<file path="src/rtl/plp_pkg.sv">
// constants for the partition label system register bank
// assumes a pipeline that presents one register access and one memory request per cycle at most
package plp_pkg;

  // ****************************************
  // encodings {op1, crn, crm, op2}
  // ****************************************
  localparam logic [13:0] PLP_ENC_USER = {3'h0, 4'ha, 4'h5, 3'h1};
  localparam logic [13:0] PLP_ENC_KERNEL = {3'h0, 4'ha, 4'h5, 3'h0};
  localparam logic [13:0] PLP_ENC_HYP = {3'h4, 4'ha, 4'h5, 3'h0};
  localparam logic [13:0] PLP_ENC_TOP = {3'h6, 4'ha, 4'h5, 3'h0};
  localparam logic [13:0] PLP_ENC_ALIAS = {3'h5, 4'ha, 4'h5, 3'h0};
  localparam logic [13:0] PLP_ENC_HCFG = {3'h4, 4'ha, 4'h4, 3'h0};
  localparam logic [13:0] PLP_ENC_VPMV = {3'h4, 4'ha, 4'h4, 3'h1};
  localparam logic [10:0] PLP_ENC_VPM_HI = {3'h4, 4'ha, 4'h6};
  localparam logic [13:0] PLP_ENC_IDR = {3'h0, 4'ha, 4'h4, 3'h4};

  // ****************************************
  // exception levels
  // ****************************************
  localparam logic [1:0] PLP_EL0 = 2'h0;
  localparam logic [1:0] PLP_EL1 = 2'h1;
  localparam logic [1:0] PLP_EL2 = 2'h2;
  localparam logic [1:0] PLP_EL3 = 2'h3;

  // ****************************************
  // field layout of the label registers
  // ****************************************
  localparam int PLP_PID_I_LSB = 0;
  localparam int PLP_PID_D_LSB = 16;
  localparam int PLP_INSTR_MONITOR_GROUP_LSB = 32;
  localparam int PLP_DATA_MONITOR_GROUP_LSB = 40;
  localparam int PLP_ENABLE_BIT = 63;
  localparam logic [63:0] PLP_USER_WMASK = 64'h0000_ffff_ffff_ffff;
  localparam logic [63:0] PLP_LABEL_RESET = 64'h0000_0000_0000_0000;
  // control bits held in the hypervisor and top-level registers
  localparam int PLP_LOWER_TRAP_BIT = 62;
  localparam int PLP_USER_TRAP_BIT = 58;
  localparam int PLP_KERNEL_TRAP_BIT = 57;
  // hypervisor config bits
  localparam int PLP_UVME_BIT = 0;
  localparam int PLP_KVME_BIT = 1;
  localparam int PLP_GAL_BIT = 8;

  // ****************************************
  // virtual map and answers
  // ****************************************
  localparam int PLP_VPM_REGS = 8;
  localparam int PLP_VPM_IDS = 32;
  localparam logic [15:0] PLP_DEFAULT_PID = 16'h0000;
  localparam logic [5:0] PLP_SYNDROME_CLASS = 6'h18;
  // identification value is arbitrary
  localparam logic [63:0] PLP_IDR_VALUE = 64'h0000_0000_0000_001f;

  typedef enum logic [3:0] {
    PLP_TGT_NONE, PLP_TGT_USER, PLP_TGT_KERNEL, PLP_TGT_HYP, PLP_TGT_TOP,
    PLP_TGT_HCFG, PLP_TGT_VPMV, PLP_TGT_VPM, PLP_TGT_IDR
  } plp_tgt_t;

endpackage : plp_pkg

</file>
<file path="src/rtl/plp_sysregs.sv">
// partition label register bank and request labeller
// assumes the pipeline holds level inputs stable and marks each sync event with a one-cycle pulse
// How it works
// RULE_01: labels refresh on every context sync
// RULE_02: level change also refreshes label snapshot
// RULE_03: writes never relabel earlier instructions
// RULE_04: labels always read from live snapshot
// RULE_05: user and kernel label encodings decoded
// RULE_06: other label and config encodings decoded
// RULE_07: eight map registers by op2 index
// RULE_08: guest lock labels user from kernel
// RULE_09: user ids mapped when virtual enabled
// RULE_10: kernel ids mapped when kernel map set
// RULE_11: user layout: ids low, reserved top
// RULE_12: monitor groups at bits 47:40, 39:32
// RULE_13: warm reset value of fields unspecified
// RULE_14: user-level access is undefined
// RULE_15: lower trap to top, class 0x18
// RULE_16: kernel access traps to hypervisor
// RULE_17: untrapped accesses read or write register
// RULE_18: kernel bit 63 mirrors upper enable
// RULE_19: host mode redirects kernel names
// RULE_20: 64-bit registers, undefined without feature
// RULE_21: user register exists only with feature
// RULE_22: request gets id and group fields
`timescale 1ns/10ps
module plp_sysregs
  import plp_pkg::*;
(
  // clock and reset
  input wire logic mclk,
  input wire logic reset_n,
  // implementation straps and execution state
  input wire logic partitioning_feature,
  input wire logic have_top_level,
  input wire logic have_hyp,
  input wire logic hyp_enabled,
  input wire logic virt_present,
  input wire logic host_mode,
  input wire logic trap_general,
  input wire logic halted,
  input wire logic secure_debug_disable,
  input wire logic [1:0] cur_el,
  input wire logic ctx_sync,
  // register access from the pipeline
  input wire logic acc_valid,
  input wire logic acc_write,
  input wire logic [2:0] acc_op1,
  input wire logic [3:0] acc_crn,
  input wire logic [3:0] acc_crm,
  input wire logic [2:0] acc_op2,
  input wire logic [63:0] acc_wdata,
  // access answer
  output logic rsp_valid,
  output logic [63:0] rsp_rdata,
  output logic rsp_undef,
  output logic rsp_trap_top,
  output logic rsp_trap_hyp,
  output logic [5:0] rsp_syndrome,
  // memory request
  input wire logic req_valid,
  input wire logic req_fetch,
  input wire logic [1:0] req_el,
  // label for the request
  output logic lab_valid,
  output logic [15:0] lab_partid,
  output logic [7:0] lab_pmg,
  output logic lab_mapped
);

  // ****************************************
  // registers and snapshots
  // ****************************************
  logic [63:0] user_r, kernel_r, hyp_r, top_r, hcfg_r, vpmv_r;
  logic [PLP_VPM_REGS-1:0][63:0] vpm_r;
  logic [63:0] act_user_r, act_kernel_r, act_hyp_r, act_top_r, act_hcfg_r;
  logic [31:0] act_vpmv_r;
  logic [PLP_VPM_REGS-1:0][63:0] act_vpm_r;
  logic [1:0] el_prev_r;
  logic sync_evt;
  logic [13:0] enc;
  plp_tgt_t tgt;
  logic [2:0] vpm_idx;
  logic undef_nxt, trap3_nxt, trap2_nxt;
  logic [63:0] rdata_nxt, kernel_view;

  assign enc = {acc_op1, acc_crn, acc_crm, acc_op2};
  assign vpm_idx = acc_op2;

  // RULE_02: level change acts as sync
  assign sync_evt = ctx_sync || (cur_el != el_prev_r);

  // RULE_18: enable bit from upper level
  always_comb begin
    kernel_view = kernel_r;
    if (have_top_level) begin
      kernel_view[PLP_ENABLE_BIT] = top_r[PLP_ENABLE_BIT];
    end else if (have_hyp) begin
      kernel_view[PLP_ENABLE_BIT] = hyp_r[PLP_ENABLE_BIT];
    end
  end

  // ****************************************
  // access decode and checks
  // ****************************************
  always_comb begin
    logic lower_trap;
    logic blocked;
    lower_trap = 1'b0;
    blocked = 1'b0;
    tgt = PLP_TGT_NONE;
    undef_nxt = 1'b0;
    trap3_nxt = 1'b0;
    trap2_nxt = 1'b0;
    rdata_nxt = 64'h0000_0000_0000_0000;
    lower_trap = have_top_level && top_r[PLP_LOWER_TRAP_BIT] && (cur_el == PLP_EL1 || cur_el == PLP_EL2);
    // RULE_15: trap to top or undefined in debug
    if (lower_trap) begin
      if (halted && secure_debug_disable) begin
        undef_nxt = 1'b1;
      end else begin
        trap3_nxt = 1'b1;
      end
    end
    blocked = lower_trap;
    // RULE_05: user and kernel encodings
    if (enc == PLP_ENC_USER) begin
      tgt = PLP_TGT_USER;
      if (cur_el == PLP_EL0) begin
        // RULE_14: user level cannot reach it
        undef_nxt = 1'b1;
        trap3_nxt = 1'b0;
      end else if (!blocked && cur_el == PLP_EL1 && hyp_enabled && hyp_r[PLP_USER_TRAP_BIT]) begin
        // RULE_16: hypervisor trap bit
        trap2_nxt = 1'b1;
      end
    end else if (enc == PLP_ENC_KERNEL) begin
      // RULE_19: kernel name reaches hypervisor register
      tgt = (cur_el == PLP_EL2 && host_mode) ? PLP_TGT_HYP : PLP_TGT_KERNEL;
      if (cur_el == PLP_EL0) begin
        undef_nxt = 1'b1;
        trap3_nxt = 1'b0;
      end else if (!blocked && cur_el == PLP_EL1 && hyp_enabled && hyp_r[PLP_KERNEL_TRAP_BIT]) begin
        trap2_nxt = 1'b1;
      end
    end else if (enc == PLP_ENC_ALIAS) begin
      // RULE_19: alias reaches kernel register
      tgt = PLP_TGT_KERNEL;
      if (cur_el == PLP_EL3) begin
        undef_nxt = !(hyp_enabled && host_mode);
      end else if (!(cur_el == PLP_EL2 && host_mode)) begin
        undef_nxt = 1'b1;
        trap3_nxt = 1'b0;
      end
    end else if (enc == PLP_ENC_HYP || enc == PLP_ENC_HCFG || enc == PLP_ENC_VPMV ||
                 enc[13:3] == PLP_ENC_VPM_HI) begin
      // RULE_06: hypervisor level registers
      if (enc == PLP_ENC_HYP) begin
        tgt = PLP_TGT_HYP;
      end else if (enc == PLP_ENC_HCFG) begin
        tgt = PLP_TGT_HCFG;
      end else if (enc == PLP_ENC_VPMV) begin
        tgt = PLP_TGT_VPMV;
      end else begin
        // RULE_07: op2 selects map register
        tgt = PLP_TGT_VPM;
      end
      if (!have_hyp || cur_el == PLP_EL0 || cur_el == PLP_EL1) begin
        undef_nxt = 1'b1;
        trap3_nxt = 1'b0;
      end
    end else if (enc == PLP_ENC_TOP) begin
      // RULE_06: top level register
      tgt = PLP_TGT_TOP;
      undef_nxt = !(have_top_level && cur_el == PLP_EL3);
      trap3_nxt = 1'b0;
    end else if (enc == PLP_ENC_IDR) begin
      tgt = PLP_TGT_IDR;
      if (cur_el == PLP_EL0 || acc_write) begin
        undef_nxt = 1'b1;
        trap3_nxt = 1'b0;
      end
    end else begin
      undef_nxt = 1'b1;
      trap3_nxt = 1'b0;
    end
    // RULE_20: no feature, nothing decodes
    // RULE_21: user encodings undefined too
    if (!partitioning_feature) begin
      tgt = PLP_TGT_NONE;
      undef_nxt = 1'b1;
      trap3_nxt = 1'b0;
      trap2_nxt = 1'b0;
    end
    if (undef_nxt || trap3_nxt || trap2_nxt) begin
      tgt = PLP_TGT_NONE;
    end
    // RULE_17: untrapped read returns register
    case (tgt)
      PLP_TGT_USER: rdata_nxt = user_r;
      PLP_TGT_KERNEL: rdata_nxt = kernel_view;
      PLP_TGT_HYP: rdata_nxt = hyp_r;
      PLP_TGT_TOP: rdata_nxt = top_r;
      PLP_TGT_HCFG: rdata_nxt = hcfg_r;
      PLP_TGT_VPMV: rdata_nxt = vpmv_r;
      PLP_TGT_VPM: rdata_nxt = vpm_r[vpm_idx];
      PLP_TGT_IDR: rdata_nxt = PLP_IDR_VALUE;
      default: rdata_nxt = 64'h0000_0000_0000_0000;
    endcase
  end

  // ****************************************
  // architectural registers
  // ****************************************
  // RULE_13: any reset value allowed, zero chosen
  always_ff @(posedge mclk or negedge reset_n) begin
    if (!reset_n) begin
      user_r <= PLP_LABEL_RESET;
      kernel_r <= PLP_LABEL_RESET;
      hyp_r <= PLP_LABEL_RESET;
      top_r <= PLP_LABEL_RESET;
      hcfg_r <= PLP_LABEL_RESET;
      vpmv_r <= PLP_LABEL_RESET;
      vpm_r <= '0;
    end else if (acc_valid && acc_write) begin
      // RULE_17: untrapped write updates register
      case (tgt)
        // RULE_11: reserved bits stay zero
        PLP_TGT_USER: user_r <= acc_wdata & PLP_USER_WMASK;
        PLP_TGT_KERNEL: kernel_r <= acc_wdata;
        PLP_TGT_HYP: hyp_r <= acc_wdata;
        PLP_TGT_TOP: top_r <= acc_wdata;
        PLP_TGT_HCFG: hcfg_r <= acc_wdata;
        PLP_TGT_VPMV: vpmv_r <= acc_wdata;
        PLP_TGT_VPM: vpm_r[vpm_idx] <= acc_wdata;
        default: user_r <= user_r;
      endcase
    end
  end

  // ****************************************
  // access answer
  // ****************************************
  always_ff @(posedge mclk or negedge reset_n) begin
    if (!reset_n) begin
      rsp_valid <= 1'b0;
      rsp_rdata <= 64'h0000_0000_0000_0000;
      rsp_undef <= 1'b0;
      rsp_trap_top <= 1'b0;
      rsp_trap_hyp <= 1'b0;
      rsp_syndrome <= 6'h00;
    end else begin
      rsp_valid <= acc_valid;
      rsp_rdata <= (acc_valid && !acc_write) ? rdata_nxt : 64'h0000_0000_0000_0000;
      rsp_undef <= acc_valid && undef_nxt;
      rsp_trap_top <= acc_valid && trap3_nxt;
      rsp_trap_hyp <= acc_valid && trap2_nxt;
      rsp_syndrome <= (acc_valid && (trap3_nxt || trap2_nxt)) ? PLP_SYNDROME_CLASS : 6'h00;
    end
  end

  // ****************************************
  // synchronised snapshots
  // ****************************************
  // RULE_01: snapshot taken only at sync
  // RULE_03: writes since last sync stay invisible
  always_ff @(posedge mclk or negedge reset_n) begin
    if (!reset_n) begin
      el_prev_r <= PLP_EL0;
      act_user_r <= PLP_LABEL_RESET;
      act_kernel_r <= PLP_LABEL_RESET;
      act_hyp_r <= PLP_LABEL_RESET;
      act_top_r <= PLP_LABEL_RESET;
      act_hcfg_r <= PLP_LABEL_RESET;
      act_vpmv_r <= 32'h0000_0000;
      act_vpm_r <= '0;
    end else begin
      el_prev_r <= cur_el;
      if (sync_evt) begin
        act_user_r <= user_r;
        act_kernel_r <= kernel_view;
        act_hyp_r <= hyp_r;
        act_top_r <= top_r;
        act_hcfg_r <= hcfg_r;
        act_vpmv_r <= vpmv_r[31:0];
        act_vpm_r <= vpm_r;
      end
    end
  end

  // ****************************************
  // request labelling
  // ****************************************
  logic [63:0] src;
  logic do_map;
  logic [15:0] vid, pid;
  logic [7:0] pmg;

  always_comb begin
    src = act_user_r;
    do_map = 1'b0;
    case (req_el)
      PLP_EL0: begin
        if (hyp_enabled && virt_present && act_hcfg_r[PLP_GAL_BIT] && !trap_general) begin
          // RULE_08: guest lock uses kernel labels
          src = act_kernel_r;
          // RULE_10: kernel mapping still applies
          do_map = act_hcfg_r[PLP_KVME_BIT];
        end else begin
          src = act_user_r;
          // RULE_09: user ids virtual when enabled
          do_map = hyp_enabled && (!host_mode || !trap_general) && virt_present && act_hcfg_r[PLP_UVME_BIT];
        end
      end
      PLP_EL1: begin
        src = act_kernel_r;
        // RULE_10: kernel map enable
        do_map = hyp_enabled && virt_present && act_hcfg_r[PLP_KVME_BIT];
      end
      PLP_EL2: src = act_hyp_r;
      PLP_EL3: src = act_top_r;
      default: src = act_user_r;
    endcase
    // RULE_22: fetch takes instruction fields
    // RULE_12: group follows its partition id
    if (req_fetch) begin
      vid = src[PLP_PID_I_LSB +: 16];
      pmg = src[PLP_INSTR_MONITOR_GROUP_LSB +: 8];
    end else begin
      vid = src[PLP_PID_D_LSB +: 16];
      pmg = src[PLP_DATA_MONITOR_GROUP_LSB +: 8];
    end
  end

  plp_vmap u_vmap (
    .entries(act_vpm_r),
    .valid(act_vpmv_r),
    .vid(vid),
    .pid(pid)
  );

  // RULE_04: no label cache, every request recomputed
  always_ff @(posedge mclk or negedge reset_n) begin
    if (!reset_n) begin
      lab_valid <= 1'b0;
      lab_partid <= 16'h0000;
      lab_pmg <= 8'h00;
      lab_mapped <= 1'b0;
    end else begin
      lab_valid <= req_valid;
      lab_partid <= req_valid ? (do_map ? pid : vid) : 16'h0000;
      lab_pmg <= req_valid ? pmg : 8'h00;
      lab_mapped <= req_valid && do_map;
    end
  end

  // ****************************************
  // checks
  // ****************************************
  AST_USER_EL0_UNDEF: assert property (@(posedge mclk) disable iff (!reset_n) // RULE_14
    acc_valid && enc == PLP_ENC_USER && cur_el == PLP_EL0 |=> rsp_undef && !rsp_trap_top && !rsp_trap_hyp)
    else $error("user access at user level not undefined");
  AST_NO_FEATURE: assert property (@(posedge mclk) disable iff (!reset_n) // RULE_20
    acc_valid && !partitioning_feature |=> rsp_undef && rsp_rdata == 64'h0000_0000_0000_0000)
    else $error("access decoded without the feature");
  AST_TRAP_CLASS: assert property (@(posedge mclk) disable iff (!reset_n) // RULE_15
    rsp_trap_top || rsp_trap_hyp |-> rsp_syndrome == 6'h18 && !rsp_undef)
    else $error("trap without class 0x18");
  AST_DEBUG_UNDEF: assert property (@(posedge mclk) disable iff (!reset_n) // RULE_15
    acc_valid && partitioning_feature && enc == PLP_ENC_USER && cur_el == PLP_EL1 && have_top_level &&
    top_r[PLP_LOWER_TRAP_BIT] && halted && secure_debug_disable |=> rsp_undef && !rsp_trap_top)
    else $error("halted debug access not undefined");
  AST_HYP_TRAP: assert property (@(posedge mclk) disable iff (!reset_n) // RULE_16
    acc_valid && partitioning_feature && enc == PLP_ENC_USER && cur_el == PLP_EL1 &&
    !(have_top_level && top_r[PLP_LOWER_TRAP_BIT]) && hyp_enabled && hyp_r[PLP_USER_TRAP_BIT] |=> rsp_trap_hyp)
    else $error("kernel access missed hypervisor trap");
  AST_USER_WRITE: assert property (@(posedge mclk) disable iff (!reset_n) // RULE_17
    acc_valid && acc_write && partitioning_feature && enc == PLP_ENC_USER && cur_el == PLP_EL3
    |=> user_r == ($past(acc_wdata) & PLP_USER_WMASK))
    else $error("top level write did not update user register");
  AST_RESERVED_ZERO: assert property (@(posedge mclk) disable iff (!reset_n) // RULE_11
    user_r[63:48] == 16'h0000)
    else $error("reserved user bits set");
  AST_HOLD_UNTIL_SYNC: assert property (@(posedge mclk) disable iff (!reset_n) // RULE_03
    !sync_evt |=> $stable(act_user_r) && $stable(act_kernel_r))
    else $error("snapshot changed without sync");
  AST_SYNC_CAPTURE: assert property (@(posedge mclk) disable iff (!reset_n) // RULE_01
    ctx_sync |=> act_user_r == $past(user_r))
    else $error("sync did not capture latest user value");
  AST_EL_CHANGE: assert property (@(posedge mclk) disable iff (!reset_n) // RULE_02
    cur_el != el_prev_r |=> act_kernel_r == $past(kernel_view))
    else $error("level change did not refresh snapshot");
  AST_TOP_FETCH: assert property (@(posedge mclk) disable iff (!reset_n) // RULE_22
    req_valid && req_fetch && req_el == PLP_EL3 |=> lab_partid == $past(act_top_r[15:0]) && !lab_mapped)
    else $error("top level fetch label wrong");
  AST_MIRROR: assert property (@(posedge mclk) disable iff (!reset_n) // RULE_18
    acc_valid && !acc_write && partitioning_feature && enc == PLP_ENC_KERNEL && cur_el == PLP_EL3 &&
    have_top_level |=> rsp_rdata[63] == $past(top_r[63]))
    else $error("kernel enable bit not mirrored");
  COV_TRAP_TOP: cover property (@(posedge mclk) disable iff (!reset_n) rsp_trap_top);
  COV_TRAP_HYP: cover property (@(posedge mclk) disable iff (!reset_n) rsp_trap_hyp);
  COV_MAPPED: cover property (@(posedge mclk) disable iff (!reset_n) lab_valid && lab_mapped);
  COV_SYNC_LABEL: cover property (@(posedge mclk) disable iff (!reset_n) ctx_sync ##1 req_valid);

endmodule : plp_sysregs

</file>
<file path="src/rtl/plp_vmap.sv">
// virtual to physical partition id lookup
// assumes map entries and valid bits come from synchronised snapshots
`timescale 1ns/10ps
module plp_vmap
  import plp_pkg::*;
(
  // map contents
  input wire logic [PLP_VPM_REGS*64-1:0] entries,
  input wire logic [PLP_VPM_IDS-1:0] valid,
  // lookup
  input wire logic [15:0] vid,
  output logic [15:0] pid
);

  logic in_range;
  logic [4:0] idx;

  assign in_range = (vid < 16'(PLP_VPM_IDS));
  assign idx = vid[4:0];

  // invalid entry falls back to entry 0, then to the default physical id
  always_comb begin
    if (in_range && valid[idx]) begin
      pid = entries[{idx, 4'h0} +: 16];
    end else if (valid[0]) begin
      pid = entries[15:0];
    end else begin
      pid = PLP_DEFAULT_PID;
    end
  end

endmodule : plp_vmap

</file>
<file path="config.mk">
export PLATFORM = sky130hd
export DESIGN_NAME = plp_sysregs
export DESIGN_NICKNAME = d
export VERILOG_FILES = /design/src/rtl/plp_pkg.sv /design/src/rtl/plp_sysregs.sv /design/src/rtl/plp_vmap.sv
export SDC_FILE = /design/constraint.sdc
export NUM_CORES = 2
export LEC_CHECK = 0
export ABC_CLOCK_PERIOD_IN_PS = 3800
export BUFFER_PORTS_ARGS = -buffer_cell sky130_fd_sc_hd__buf_2
export CAP_MARGIN = 30
export CELL_PAD_IN_SITES_DETAIL_PLACEMENT = 1
export CELL_PAD_IN_SITES_GLOBAL_PLACEMENT = 1
export CORE_UTILIZATION = 50
export CTS_CLUSTER_SIZE = 14
export DETAILED_ROUTE_END_ITERATION = 7
export HOLD_SLACK_MARGIN = 0.05
export MAX_ROUTING_LAYER = met4
export PLACE_DENSITY_LB_ADDON = 0.08
export SYNTH_ARGS = -nofsm -noshare
export SYNTH_HDL_FRONTEND = slang
export SYNTH_SLANG_ARGS = --single-unit
</file>
<file path="constraint.sdc">
create_clock -name mclk -period 3.8 [get_ports mclk]
set_clock_uncertainty 0.1 [all_clocks]
set_input_delay 0.19 -clock mclk [delete_from_list [all_inputs] [get_ports mclk]]
set_output_delay 0.19 -clock mclk [all_outputs]
set_load 0.02 [all_outputs]
</file>
==> flow_summary.ini <==
[run_status]
status = complete, no violations

[cts]
clk_latency_ns = 0.84
h-tree-depth = 4
path_clk_slew_ns = 0.06
clk_path_buf_depth = 3
root_buffer = clkbuf_16
cts.sinks = 1716
cts_tree = yes
cts_buffers = 185

[yosys]
synthFlopType = dfrtp_1
yosysTopAreaCellShare_pct = 55.4
synth_top_cells_by_count = 1,716 x dfrtp_1, 1,552 x mux2_2, 439 x nand2_1
yosysMostFrequentCell = dfrtp_1
syn_avg_cell_area_sq_um = 13.3
ys_seq_area_share_pct = 55.4
synth_area_leader_cell = dfrtp_1
ys_async_sr_fraction_pct = 100
synth.area.top_cells = dfrtp_1 55%, mux2_2 23%, mux4_2 5.0%, nand2_1 2.1%, clkbuf_1 1.6%
synthCells = 5817
yosysUniqueCellTypes = 78
netlist_area_sq_mm = 0.0775
ys_seq_elements = 1716
synth_edf_count = 0
ys_warn_count = 0

[hold_path]
hold_path.class = in -> reg
hold_depth = 6
hp-start = trap_general
min_to = lab_partid[13]

[critical_path]
startpoint_type = register
r2r_cells = 10
r2r-end = lab_partid[12]
end_kind = register
critPathKind = reg -> reg
arrival_ns = 4.44
path_max_fanout = 76
r2r_setup_slack_ns = 0.01
cp.required_ns = 4.45
timing.rr.start = act_hcfg_r[8]

[floorplan]
start_util_pct = 50.3
die-area_sq_mm = 0.156
rows = 144
die_h_um = 396
io_pins = 198
coreArea_sq_mm = 0.154
die_w_um = 396

[global_routing]
grt_pass1_vias = 56900
grt_first_pass_wirelength_mm = 414
grt_max_degree = 142
antenna_found_initial = 37
grt_overflow = 0
grt.total_usage_pct = 37.5

[finish]
drive_above_1_share_pct = 41.5
fin_cells = 8337
area_delta_synth_final_pct = 16.6
nFillCells = 14700
layout.nets = 6238

[sta]
drv_slew = 0
timing_hold_violations_final = 0
fmax_ghz = 0.264
timing.final.crit_period_ns = 3.79
slew_headroom_pct = 33.0
tns_ns = 0
tightestPinTransition_ns = 1.01
setup_viol = 0
min_period_over_period_pct = 99.6

[placed_design]
numPortBuffers = 193
dp_hpwl_mm = 187
dpl.cell_count = 7895
place_congestion = 0.934

[detailed_routing]
drc = 0
vias_per_cell = 6.42
first_pass_iters = 5
drt_iter0_drc = 4893
wire_per_inst_um = 34.0
ant_nets = 0
vias = 53500
wirelength_mm = 284

[power_and_ir_drop]
p_per_area_mw_per_mm2 = 425
ir_worst_vdd_v = 0.000487
leakage_uw = 0.0435

[job]
maxCapViolCount = 0
[metal layers]
layer	global-route usage, %	wire length (um)	up-vias
li1	-	-	21900
met1	51.5	121000	29300
met2	56.8	133000	1881
met3	6.74	19900	490
met4	12.0	9650	0
met5	-	0	-
[flip-flops by register name, summed over array words and instances, names as in the netlist, 64 cells and up]
| register | flops |
|---|---|
| kernel_r | 64 |
| vpm_r | 512 |
| hyp_r | 64 |
| rsp_rdata | 64 |
| hcfg_r | 64 |
| act_vpm_r | 512 |
| vpmv_r | 64 |
| top_r | 64 |
[power by group]
group	internal, uW	total [uW]	switching (uW)
Sequential	18300	18300	5.05
Clock	10500	18300	7780
Combinational	506	1830	1330
[stage by stage]
step	setup WS [ns]	total power [uW]	util (%)	hold slack, ns	instance area (sq um)
finish	0.0142	38400	58.7	0.129	90300
CTS	0.0201	38600	58.6	0.0624	90200
detailed placement	-0.0931	20400	54.0	0.174	83100
global placement	-0.0674	20300	54.0	0.205	83100
global route	-0.00865	39400	58.7	0.151	90300
floorplan	0.469	19300	-	-0.206	77500
[how the worst max path moves through the flow]
stage | startpoint | endpoint | slack, ns | cells after the start
after floorplan | acc_op2[2] | user_r[27] | 0.47 | 12
after global placement | req_fetch | lab_partid[2] | -0.07 | 12
after detailed placement | req_fetch | lab_partid[8] | -0.09 | 12
after CTS | act_hcfg_r[8] | lab_partid[12] | 0.02 | 10
after global routing | act_hcfg_r[8] | lab_partid[12] | -0.009 | 10
final | act_hcfg_r[8] | lab_partid[12] | 0.01 | 10
[logic make-up (layout without fill, tap and decap cells)]
logic type	after synthesis	in the layout	share of synthesized area [%]
AO/OA/AOI/OAI	710	710	5.93
XOR/XNOR	2	2	0.0226
adder cells (fa/ha/maj)	4	4	0.0646
buffers and inverters	502	960	2.65
flip-flops	1716	1716	55.4
multiplexers	1894	1894	29.9
other	1	19	0.00484
AND/OR/NAND/NOR	988	988	6.02
[placed cells by master (no fill, tap or decap), types with 63 or more instances in the layout]
cell type      instances
dlygate4sd3_1         87
mux2_2              1552
nand2_1              436
nor3_1               130
nor2_1               155
a21oi_1              180
mux4_2               171
mux2_1                70
buf_12               115
dfrtp_1             1716
o21ai_0              143
buf_4                225
nand3_1               63
buf_2                188
a211oi_1              77
mux2i_1              100
clkbuf_16            188
[layout make-up]
| type | count | area, sq um | area share [%] |
|---|---|---|---|
| multi-input cells | 3602 | 32700 | 36.2 |
| inverters | 7 | 26.3 | 0.0291 |
| clock buffers | 274 | 5460 | 6.04 |
| well taps | 2044 | 2560 | 2.83 |
| repair buffers | 624 | 6010 | 6.65 |
| flip-flops and latches | 1716 | 42900 | 47.5 |
| diodes | 15 | 37.5 | 0.0415 |
| clock inverters | 55 | 649 | 0.719 |
[worst max-delay path, stage by stage (launching register included)]
cell and delay (ns):
dfrtp_1 0.41, nand4b_1 0.30, a211oi_2 0.44, or3_4 0.49
buf_12 0.37, nand2_1 0.11, a211oi_1 0.41, nor2_1 0.07
a211oi_1 0.33, a41oi_1 0.32, a21oi_1 0.23
[timing repair]
item / CTS / global route
endpoints found under the setup margin: 3 / 27
buffers inserted: 4 / 3
hold endpoints to repair: 2135 / 0
cloned: 1 / 2
pin swaps: 1 / 2
resized for setup: 2 / 8
hold buffers: 88 / 0
Note: power is estimated with default switching activity, not from simulation.
